===== src/rtl/cap_consts.vh =====
// Constants for the configuration access port
`ifndef CAP_CONSTS_VH
`define CAP_CONSTS_VH
`define CAP_ADDR_REG_PORT   16'h0CF8
`define CAP_DATA_WIN_PORT   16'h0CFC
`define CAP_PORT_BASE_MASK  16'hFFFC
`define CAP_ADDR_RESET      32'h00000000
`define CAP_ADDR_WMASK      32'h80FFFFFC
`define CAP_EN_BIT          31
`define CAP_BUS_HI          23
`define CAP_BUS_LO          16
`define CAP_DEV_HI          15
`define CAP_DEV_LO          11
`define CAP_FUNC_HI         10
`define CAP_FUNC_LO         8
`define CAP_REG_HI          7
`define CAP_REG_LO          2
`define CAP_BUS_ZERO        8'h00
`define CAP_FUNC_ZERO       3'h0
`define CAP_DEV_HOST        5'h00
`define CAP_DEV_VBRIDGE     5'h01
`define CAP_BE_ALL          4'hF
`define CAP_RO_MASK         32'hFFFFFFFF
`define CAP_WC_MASK         32'h00000000
`define CAP_CFG_RESET       32'h00000000
`define CAP_W0_RO_MASK      32'hFFFF0000
`define CAP_W0_WC_MASK      32'h0000FFFF
`define CAP_REG_ZERO        6'h00
`define CAP_IDSEL_BASE      32'h00000800
`define CAP_TYPE0_CODE      2'b00
`define CAP_TYPE1_CODE      2'b01
`endif


===== src/rtl/cap_config_access_port.v =====
// Configuration access port: address register, data window decode and cycle routing
`timescale 1ns/10ps
`include "cap_consts.vh"
// Notes on behaviour
// - Registers take byte, word or dword; address register only dword.
// - Multi-byte fields are little-endian, low byte lane holds low bits.
// - Writes to read-only bits leave them unchanged.
// - Write-one-clear bits clear on a written 1; a 0 changes nothing.
// - Reserved configuration locations still complete the host cycle.
// - Hard reset loads every configuration register with its default.
// - Byte or word access at the address port goes to PCI as I/O.
// - 32-bit read/write address register, reset to zero.
// - Top bit of address register enables the data window.
// - Two logical register sets: host bridge and virtual PCI bridge.
// - Implements configuration mechanism one: address port plus data window.
// - Enabled data window accesses map to selected configuration space.
// - Own devices answer function zero only; others master abort.
// - Bus zero, not own device: type 0 configuration cycle on PCI.
// - Register select drives address lines 7 to 2 of config cycles.
module cap_config_access_port #(
	parameter NREGS = 64,
	parameter AW    = 6
) (
	// Clock and reset
	input  wire        i_clk_sys,
	input  wire        i_rstn,
	// Host I/O cycle
	input  wire        i_io_req,
	input  wire        i_io_wr,
	input  wire [15:0] i_io_addr,
	input  wire [3:0]  i_io_be,
	input  wire [31:0] i_io_wdata,
	output wire        o_io_done,
	output reg  [31:0] o_io_rdata,
	// Hardware event bits for write-one-clear fields
	input  wire [31:0] i_host_set,
	input  wire [31:0] i_vbr_set,
	// Forwarded cycle toward PCI or graphics port
	output reg         o_fwd_valid,
	output reg         o_fwd_io,
	output reg         o_fwd_cfg_type0,
	output reg         o_fwd_cfg_type1,
	output reg         o_fwd_master_abort,
	output reg  [31:0] o_fwd_addr,
	output reg         o_fwd_wr,
	output reg  [3:0]  o_fwd_be,
	output reg  [31:0] o_fwd_wdata,
	// Address register state
	output wire        o_config_enable_bit,
	output wire [31:0] o_config_address_reg
);
	reg  [31:0] config_address_reg_q;
	reg  [31:0] ram_q [0:NREGS-1];
	wire [31:0] host_word;
	wire [31:0] vbr_word;
	wire [7:0]  bus_select;
	wire [4:0]  dev_select;
	wire [2:0]  function_select;
	wire [5:0]  register_select;
	wire        hit_addr;
	wire        hit_win;
	wire        addr_dword;
	wire        own_dev;
	wire        host_dev;
	wire        vbr_dev;
	wire        own_access;
	wire        reg0_sel;
	wire [AW-1:0] ridx;
	reg  [31:0] own_rdata;
	integer     k;

	// Decode a 4-byte aligned port match
	function port_hit;
		input [15:0] a;
		input [15:0] base;
		begin
			port_hit = ((a & `CAP_PORT_BASE_MASK) == base);
		end
	endfunction

	// Type 0 device decode: one idsel line high on AD[31:11] for devices 0 to 20, none for higher devices
	function [31:0] idsel_decode;
		input [4:0] dev;
		begin
			idsel_decode = `CAP_IDSEL_BASE << dev;
		end
	endfunction

	assign bus_select      = config_address_reg_q[`CAP_BUS_HI:`CAP_BUS_LO];
	assign dev_select      = config_address_reg_q[`CAP_DEV_HI:`CAP_DEV_LO];
	assign function_select = config_address_reg_q[`CAP_FUNC_HI:`CAP_FUNC_LO];
	assign register_select = config_address_reg_q[`CAP_REG_HI:`CAP_REG_LO];
	assign ridx            = register_select[AW-1:0];

	assign hit_addr   = port_hit(i_io_addr, `CAP_ADDR_REG_PORT);
	assign hit_win    = port_hit(i_io_addr, `CAP_DATA_WIN_PORT) &
		config_address_reg_q[`CAP_EN_BIT];
	assign addr_dword = (i_io_be == `CAP_BE_ALL);
	assign host_dev   = (dev_select == `CAP_DEV_HOST);
	assign vbr_dev    = (dev_select == `CAP_DEV_VBRIDGE);
	assign own_dev    = (bus_select == `CAP_BUS_ZERO) & (host_dev | vbr_dev);
	// Own devices answer only function zero
	assign own_access = hit_win & own_dev & (function_select == `CAP_FUNC_ZERO);
	assign reg0_sel   = (register_select == `CAP_REG_ZERO);

	// Every host cycle completes in the cycle it is presented
	assign o_io_done = i_io_req;

	// Two logical sets: word 0 of each is a real RO/RWC dword, rest of the host set is storage
	cap_cfg_word #(
		.RESET_VAL (`CAP_CFG_RESET),
		.RO_MASK   (`CAP_W0_RO_MASK),
		.WC_MASK   (`CAP_W0_WC_MASK)
	) u_host_w0 (
		.i_clk_sys (i_clk_sys),
		.i_rstn    (i_rstn),
		.i_wr      (i_io_req & i_io_wr & own_access & host_dev & reg0_sel),
		.i_be      (i_io_be),
		.i_wdata   (i_io_wdata),
		.i_set     (i_host_set),
		.o_value   (host_word)
	);

	cap_cfg_word #(
		.RESET_VAL (`CAP_CFG_RESET),
		.RO_MASK   (`CAP_W0_RO_MASK),
		.WC_MASK   (`CAP_W0_WC_MASK)
	) u_vbr_w0 (
		.i_clk_sys (i_clk_sys),
		.i_rstn    (i_rstn),
		.i_wr      (i_io_req & i_io_wr & own_access & vbr_dev & reg0_sel),
		.i_be      (i_io_be),
		.i_wdata   (i_io_wdata),
		.i_set     (i_vbr_set),
		.o_value   (vbr_word)
	);

	// Address register: dword writes only, reserved bits held at zero
	always @(posedge i_clk_sys or negedge i_rstn) begin
		if (!i_rstn) begin
			config_address_reg_q <= `CAP_ADDR_RESET;
		end else if (i_io_req && i_io_wr && hit_addr && addr_dword) begin
			config_address_reg_q <= i_io_wdata & `CAP_ADDR_WMASK;
		end
	end

	// Remaining dwords of the host set are plain storage, byte-lane writable
	always @(posedge i_clk_sys or negedge i_rstn) begin
		if (!i_rstn) begin
			for (k = 0; k < NREGS; k = k + 1) begin
				ram_q[k] <= `CAP_CFG_RESET;
			end
		end else if (i_io_req && i_io_wr && own_access && host_dev && !reg0_sel) begin
			for (k = 0; k < 4; k = k + 1) begin
				if (i_io_be[k]) begin
					ram_q[ridx][8*k +: 8] <= i_io_wdata[8*k +: 8];
				end
			end
		end
	end

	// Own read data; virtual bridge beyond word 0 reads as zero (reserved)
	always @* begin
		own_rdata = 32'h00000000;
		if (host_dev) begin
			own_rdata = reg0_sel ? host_word : ram_q[ridx];
		end else if (reg0_sel) begin
			own_rdata = vbr_word;
		end
	end

	// Read data is registered; it follows the completing cycle by one clock
	always @(posedge i_clk_sys or negedge i_rstn) begin
		if (!i_rstn) begin
			o_io_rdata <= 32'h00000000;
		end else if (i_io_req && !i_io_wr) begin
			if (hit_addr && addr_dword) begin
				o_io_rdata <= config_address_reg_q;
			end else if (own_access) begin
				o_io_rdata <= own_rdata;
			end else begin
				o_io_rdata <= 32'h00000000;
			end
		end
	end

	// Routing of everything the port does not claim itself
	always @(posedge i_clk_sys or negedge i_rstn) begin
		if (!i_rstn) begin
			o_fwd_valid        <= 1'b0;
			o_fwd_io           <= 1'b0;
			o_fwd_cfg_type0    <= 1'b0;
			o_fwd_cfg_type1    <= 1'b0;
			o_fwd_master_abort <= 1'b0;
			o_fwd_addr         <= 32'h00000000;
			o_fwd_wr           <= 1'b0;
			o_fwd_be           <= 4'h0;
			o_fwd_wdata        <= 32'h00000000;
		end else begin
			o_fwd_valid        <= 1'b0;
			o_fwd_io           <= 1'b0;
			o_fwd_cfg_type0    <= 1'b0;
			o_fwd_cfg_type1    <= 1'b0;
			o_fwd_master_abort <= 1'b0;
			o_fwd_wr           <= i_io_wr;
			o_fwd_be           <= i_io_be;
			o_fwd_wdata        <= i_io_wdata;
			if (i_io_req) begin
				if (hit_addr && !addr_dword) begin
					// Partial access passes through as plain I/O
					o_fwd_valid <= 1'b1;
					o_fwd_io    <= 1'b1;
					o_fwd_addr  <= {16'h0000, i_io_addr};
				end else if (!hit_addr && !hit_win) begin
					// Includes the data window while disabled
					o_fwd_valid <= 1'b1;
					o_fwd_io    <= 1'b1;
					o_fwd_addr  <= {16'h0000, i_io_addr};
				end else if (hit_win && own_dev && !own_access) begin
					o_fwd_master_abort <= 1'b1;
				end else if (hit_win && !own_dev && bus_select == `CAP_BUS_ZERO) begin
					o_fwd_valid     <= 1'b1;
					o_fwd_cfg_type0 <= 1'b1;
					o_fwd_addr      <= idsel_decode(dev_select) |
						{21'h000000, function_select, register_select,
						`CAP_TYPE0_CODE};
				end else if (hit_win && !own_dev) begin
					// Other buses: type 1 with the full selection word
					o_fwd_valid     <= 1'b1;
					o_fwd_cfg_type1 <= 1'b1;
					o_fwd_addr      <= {8'h00,
						config_address_reg_q[`CAP_BUS_HI:`CAP_REG_LO],
						`CAP_TYPE1_CODE};
				end
			end
		end
	end

	assign o_config_enable_bit  = config_address_reg_q[`CAP_EN_BIT];
	assign o_config_address_reg = config_address_reg_q;
endmodule // cap_config_access_port


===== src/rtl/cap_cfg_word.v =====
// One configuration dword with read-only, read/write and write-one-clear bits
`timescale 1ns/10ps
`include "cap_consts.vh"
module cap_cfg_word #(
	parameter [31:0] RESET_VAL = `CAP_CFG_RESET,
	parameter [31:0] RO_MASK   = `CAP_RO_MASK,
	parameter [31:0] WC_MASK   = `CAP_WC_MASK
) (
	// Clock and reset
	input  wire        i_clk_sys,
	input  wire        i_rstn,
	// Write port
	input  wire        i_wr,
	input  wire [3:0]  i_be,
	input  wire [31:0] i_wdata,
	input  wire [31:0] i_set,
	// State
	output wire [31:0] o_value
);
	reg  [31:0] word_q;
	reg  [31:0] word_d;
	wire [31:0] lane_mask;
	genvar g;

	generate
		for (g = 0; g < 4; g = g + 1) begin : g_lane
			// Byte lane g holds bits 8g+7..8g: low address carries low bits
			assign lane_mask[8*g+7:8*g] = {8{i_wr & i_be[g]}};
		end
	endgenerate

	always @* begin
		word_d = word_q;
		// Plain read/write bits take the written value where enabled
		word_d = (word_d & ~(lane_mask & ~RO_MASK & ~WC_MASK)) |
			(i_wdata & lane_mask & ~RO_MASK & ~WC_MASK);
		// A written 1 clears, a written 0 leaves the bit alone
		word_d = word_d & ~(i_wdata & lane_mask & WC_MASK);
		// Hardware set beats a same-cycle clear so no event is lost
		word_d = word_d | (i_set & WC_MASK);
	end

	always @(posedge i_clk_sys or negedge i_rstn) begin
		if (!i_rstn) begin
			word_q <= RESET_VAL;
		end else begin
			word_q <= word_d;
		end
	end

	assign o_value = word_q;
endmodule // cap_cfg_word


===== config.mk =====
export PLATFORM = sky130hd
export DESIGN_NAME = cap_config_access_port
export DESIGN_NICKNAME = d
export VERILOG_FILES = /design/src/rtl/cap_config_access_port.v /design/src/rtl/cap_cfg_word.v
export VERILOG_INCLUDE_DIRS = /design/src /design/src/rtl
export SDC_FILE = /design/constraint.sdc
export NUM_CORES = 2
export LEC_CHECK = 0
export BUFFER_PORTS_ARGS = -buffer_cell sky130_fd_sc_hd__buf_2
export CAP_MARGIN = 30
export CORE_MARGIN = 2
export CORE_UTILIZATION = 35
export DETAILED_ROUTE_END_ITERATION = 8
export GPL_ROUTABILITY_DRIVEN = 1
export SLEW_MARGIN = 40
export SYNTH_ARGS = -nofsm -noshare
export SYNTH_HDL_FRONTEND = slang
export SYNTH_SLANG_ARGS = --single-unit

===== constraint.sdc =====
create_clock -name i_clk_sys -period 5.3 [get_ports i_clk_sys]
set_input_delay 1.06 -clock i_clk_sys [delete_from_list [all_inputs] [get_ports i_clk_sys]]
set_output_delay 1.06 -clock i_clk_sys [all_outputs]
set_load 0.01 [all_outputs]

== After elaboration in Yosys (flattened, before gate mapping) ==
Cells that the tools add are included.
Cells by class
  order comparisons: 2
  bitwise gates (word level): 25
  shift operators: 1
  eq/ne operators: 5
  muxes and demuxes: 55
  reductions and logical operators: 28
Operator list (number)
  $mux 2048: 7
  $bwmux 2048: 4
  $demux 32 s6: 4
  $mux 32: 13
  $bmux 32 s6: 1
  $and 32x32->32: 2
  $not 16->32: 2
  $or 32x16->32: 2
  $and 16x16->16: 2
  $or 32x11->32: 1
  $shl 12x5->32 const A: 1
  $eq 14x10->1 const B: 2
  $mux 24: 1
  $mux 1: 23
  $mux 16: 1
  $logic_and 1x1->1: 15
  $and 1x1->1: 14
  $logic_not 8->1: 1
  $mux 8: 1
  $ge 7x7->1 const B: 1
  $logic_not 1->1: 7
  $lt 7x1->1 const B: 1
  $not 6->7: 1
  $logic_not 6->1: 1
  8 further kinds: 8
Storage, ports and cells
  word-level logic and storage cells: 193
  input port bits: 120
  bits in registers: 2241

== Logic depth before layout (Yosys ltp) ==
  word-level depth: 17
  mapped depth: 11
  gate-level depth less buffers: 6

== Cells and area by module ==
Synthesis repeated with hierarchy kept, for this count alone.
Unflattened totals
  cell total of the unflattened synthesis: 7419
  area, all modules: 100585.2 sq um
By module, submodules not included
  cap_config_access_port: cells an instance 7281, times used 1, sequential area each 54177.0 sq um, area an instance 99036.2 sq um
  cap_cfg_word: cells an instance 69, times used 2, sequential area each 400.4 sq um, area an instance 774.5 sq um

== Least setup slack after synthesis ==
OpenSTA, ideal clock, no wires.
  path type: input to register
  from: in i_io_addr[13]
  to: reg ram_q[1520] in the netlist's numbering
  library setup time: 0.125 ns
  data required time: 5.175 ns
  stages: 8
  slack: 2.196 ns
  data arrival time: 2.979 ns
  buffers on the path: 3
  cell sequence: nor4b_1 > and4_1 > nand4_1 > buf_2 > buf_6 > buf_4 > nor3_4 > mux2_2
Between the ends
  longest elaborated chain between the ends: 7
Ends and longest elaborated chain
  from (decl): RTL line cap_config_access_port.v:30  | input wire [15:0] i_io_addr,
  $eq 14x10->1: RTL line cap_config_access_port.v:77  | port_hit = ((a & `CAP_PORT_BASE_MASK) == base);
  $and 1x1->1: RTL line cap_config_access_port.v:96  | assign hit_win = port_hit(i_io_addr, `CAP_DATA_WIN_PORT) &
  $and 1x1->1 (2 in series): RTL line cap_config_access_port.v:103  | assign own_access = hit_win & own_dev & (function_select == `CAP_FUNC_ZERO);
  $logic_and 1x1->1 (3 in series): RTL line cap_config_access_port.v:153  | end else if (i_io_req && i_io_wr && own_access && host_dev && !reg0_sel) begin
  to (signal, indexed assignment): RTL line cap_config_access_port.v:151  | ram_q[k] <= `CAP_CFG_RESET;
  to (signal, indexed assignment): RTL line cap_config_access_port.v:156  | ram_q[ridx][8*k +: 8] <= i_io_wdata[8*k +: 8];
  to (decl): RTL line cap_config_access_port.v:53  | reg [31:0] ram_q [0:NREGS-1];
Every way passes these cells.
A chain may end at the register's enable or synchronous reset.

== Worst setup path in the final report ==
  from: reg config_address_reg_q[21] (netlist: o_config_address_reg[21])
  to: reg o_io_rdata[0]
Between the ends
  longest elaborated chain between the ends: 6
Ends and longest elaborated chain
  from (decl): RTL line cap_config_access_port.v:52  | reg [31:0] config_address_reg_q;
  from (signal assigned): RTL line cap_config_access_port.v:141  | config_address_reg_q <= `CAP_ADDR_RESET;
  from (signal assigned): RTL line cap_config_access_port.v:143  | config_address_reg_q <= i_io_wdata & `CAP_ADDR_WMASK;
  $logic_not 8->1 (no source line)
  $and 1x1->1: RTL line cap_config_access_port.v:101  | assign own_dev = (bus_select == `CAP_BUS_ZERO) & (host_dev | vbr_dev);
  $and 1x1->1 (2 in series): RTL line cap_config_access_port.v:103
  $mux 32: RTL line cap_config_access_port.v:179  | end else if (own_access) begin
  $mux 32: RTL line cap_config_access_port.v:177  | if (hit_addr && addr_dword) begin
  to (signal assigned): RTL line cap_config_access_port.v:178  | o_io_rdata <= config_address_reg_q;
  to (signal assigned): RTL line cap_config_access_port.v:180  | o_io_rdata <= own_rdata;
  to (decl): RTL line cap_config_access_port.v:34  | output reg [31:0] o_io_rdata,
Every way passes these cells.

==> impl_metrics.csv <==
group,metric,value,unit
worst_setup_path,reg2regPathDepth,7,
sta,period_needed,4248,ps
placed_design,dp_cells,10941,
route,routed-via-count,66774,
placed_design,portBuffers,218,
placed_design,dp_hpwl,217500,um
worst_hold_path,hp-class,"input port to async pin",
clock_network,cts_resized,0,
clock_network,path_clk_slew,60,ps
yosys,synth_area,0.1006,sq mm
grt,grtUsageTotal,22.42,%
sta,max_freq,235.4,MHz
yosys,synth_top_cell_area_share,54.97,%
die,die_x,540.0,um
clock_network,post-cts-setup-buffers,0,
clock_network,cts_tree,"done",
power,finalPower,35.82,mW
grt,grt_max_degree,138,
yosys,synth_cells,7400,
final_layout,fin_area,0.1150,sq mm
yosys,synth_area_leader_cell,"dfrtp_1",
clock_network,h-tree-depth,4,
yosys,synthTopCellsByCount,"dfrtp_1, mux2_2, clkbuf_1",
worst_setup_path,critical-path-max-stage-delay,860,ps
placed_design,pre_cts_slack,1019,ps
final_layout,fin_util,40.30,%
yosys,synth.most_common_cell,"dfrtp_1",
run_status,status,"completed",
yosys,synth-main-ff-cell,"dfrtp_1",
route,drt_iter0_drc,6526,
sta,fin_hold_ws,123.8,ps
final_layout,regMostFlops,"ram_q",
job,max-cap-violations,0,
yosys,synth.distinct_cells,74,
route,drt_first_pass_iters,5,
power,leakage,53.64,nW
worst_setup_path,cp_max_fo,15,
final_layout,instances_no_fill,11407,
sta,slew_headroom,33.06,%
worst_setup_path,worstSetupEndpointType,"register",
power,peakVddDrop,0.3711,mV
sta,rsz0062_at_grt,"false",
route,route.detailed.drc,0,
sta,hold_viol,0,
final_layout,syn_to_final_growth,14.40,%
sta,worst_slack,1052,ps
sta,fin_crit_sh,80.15,%
yosys,ys_seq_elements,2209,
clock_network,clockBufferDepth,4,
sta,tightest_slew,1004,ps
worst_setup_path,cp_top_family,"simple AND/OR/NAND/NOR gates",
die,initial_core_util,35.23,%
final_layout,largest_reg_flops,2048,
worst_setup_path,crit_arrival,5130,ps
placed_design,place.gp.congestion,0.8816,
worst_setup_path,cp.required,6180,ps
grt,grt_pass1_wl,486200,um
clock_network,numCtsBuffers,241,
clock_network,cts.sinks,2209,
yosys,yosysWarningCount,0,
worst_setup_path,path_cells,"or4_1, nor4_4, and4_1, buf_4, nand2_1, a31oi_1, a221o_1",
yosys,synthArstFlopShare,100.0,%
worst_setup_path,rrSetupSlack,1050,ps
clock_network,post_cts_hold_buffer_count,0,
power,power_density,311.4,mW/mm^2
route,wire_per_inst,29.36,um
worst_setup_path,crit_slowest_cell,"or4_1",
route,vias_per_cell,5.854,
clock_network,clock_latency,960,ps
final_layout,drive_gt1_share,43.58,%
die,num_io_pins,260,
final_layout,final_nets,7552,
sta,timing.final.max_slew_violations,0,
yosys,synth_edf_count,0,
sta,setup_viol,0,
worst_setup_path,r2r-end,"o_io_rdata[0]$_DFFE_PN0P_",
sta,setup_tns,0,ps
worst_setup_path,crit_type,"register to register",
worst_setup_path,cp_num_buf_inv,1,
grt,grt_overflow,0,
grt,grt_pass1_vias,67756,
yosys,ys_top_cells_by_area,"dfrtp_1, mux2_2, mux2i_1, a221o_1, clkbuf_1",
grt,antenna_found_initial,29,
yosys,syn_avg_cell_area,13.59,sq um
worst_setup_path,r2r_start,"o_config_address_reg[21]$_DFFE_PN0P_",
die,die_h,540.0,um
yosys,synth-seq-area-share,54.97,%
placed_design,place_area,0.1062,sq mm
clock_network,clockRootBuffer,"clkbuf_16",
route,wl,335000,um
die,core,0.2855,sq mm
route,ant_nets,0,
worst_setup_path,startpoint_type,"register",
die,die_area,0.2916,sq mm
die,rows,196,
sta,finClkSkew,136.5,ps
metal layers:
metal  part of all wire, %  GRT usage [%]  up-vias
met5                 0.057              0        -
met4                   4.8          9.893       30
met3                   8.3          5.273      696
met2                    45          34.19     2705
met1                    42          30.32    35682
li1                      -              -    27661
power breakdown:
group | internal, mW | total, mW | switching [mW]
combinational | 0.147 | 0.902 | 0.754
sequential | 16.9 | 16.9 | 0.0192
clock | 10.7 | 18.0 | 7.27
total | 27.8 | 35.8 | 8.04
layout by cell type, fill, tap and decap left out, types with 16 or more instances in the layout:
cell type | synthesis | layout
dfrtp_1 | 2209 | 2206
mux2_2 | 2111 | 2111
mux2i_1 | 404 | 403
a221o_1 | 251 | 251
clkbuf_16 | 0 | 243
buf_4 | 18 | 240
o22ai_1 | 225 | 223
buf_2 | 141 | 217
a21oi_1 | 183 | 183
nand2_1 | 183 | 170
nor2_2 | 116 | 118
a221oi_1 | 106 | 106
a22oi_1 | 96 | 96
or3_1 | 89 | 89
nor2_1 | 77 | 71
o21ai_0 | 70 | 69
mux4_2 | 68 | 68
clkbuf_8 | 0 | 61
clkinv_2 | 0 | 49
clkbuf_1 | 504 | 48
a31oi_1 | 42 | 42
a22o_1 | 42 | 42
buf_12 | 0 | 39
nor3_4 | 34 | 37
bufinv_16 | 0 | 30
inv_1 | 29 | 29
nand3_1 | 25 | 24
o2bb2ai_1 | 21 | 21
a21o_1 | 20 | 20
and3_1 | 19 | 18
nor3_1 | 19 | 17
nor4_1 | 17 | 17
nand4_1 | 16 | 16
worst max path at each step:
stage / from / endpoint / slack [ps] / cells after the start
detailed placement: i_io_addr[12] / o_io_rdata[0]$_DFFE_PN0P_ / 1020 / 8
global route: o_config_address_reg[5]$_DFFE_PN0P_ / o_io_rdata[0]$_DFFE_PN0P_ / 1060 / 8
global placement: i_io_addr[12] / o_io_rdata[0]$_DFFE_PN0P_ / 1050 / 8
finish: o_config_address_reg[21]$_DFFE_PN0P_ / o_io_rdata[0]$_DFFE_PN0P_ / 1050 / 7
floorplan: i_io_addr[13] / ram_q[1520]$_DFFE_PN0P_ / 2200 / 8
CTS: o_config_address_reg[21]$_DFFE_PN0P_ / ram_q[1094]$_DFFE_PN0P_ / 1230 / 6
cells by family after synthesis:
logic type,after synthesis,synth area share (%)
mux,2583,29.18
flops,2209,54.97
compound gates,1156,8.654
buf+inv,762,3.117
simple gates,689,4.072
other cells,1,0.003729
area by class of cell:
class	instances	area (sq um)
Sequential cell	2209	55290
Antenna cell	8	20.02
Fill cell	26392	170400
Clock buffer	352	7101
Timing Repair Buffer	511	3951
Inverter	32	126.4
Clock inverter	96	1414
Multi-Input combinational cell	4437	42430
Tap cell	3762	4707
No activity file was read; power rests on OpenSTA's default activity.
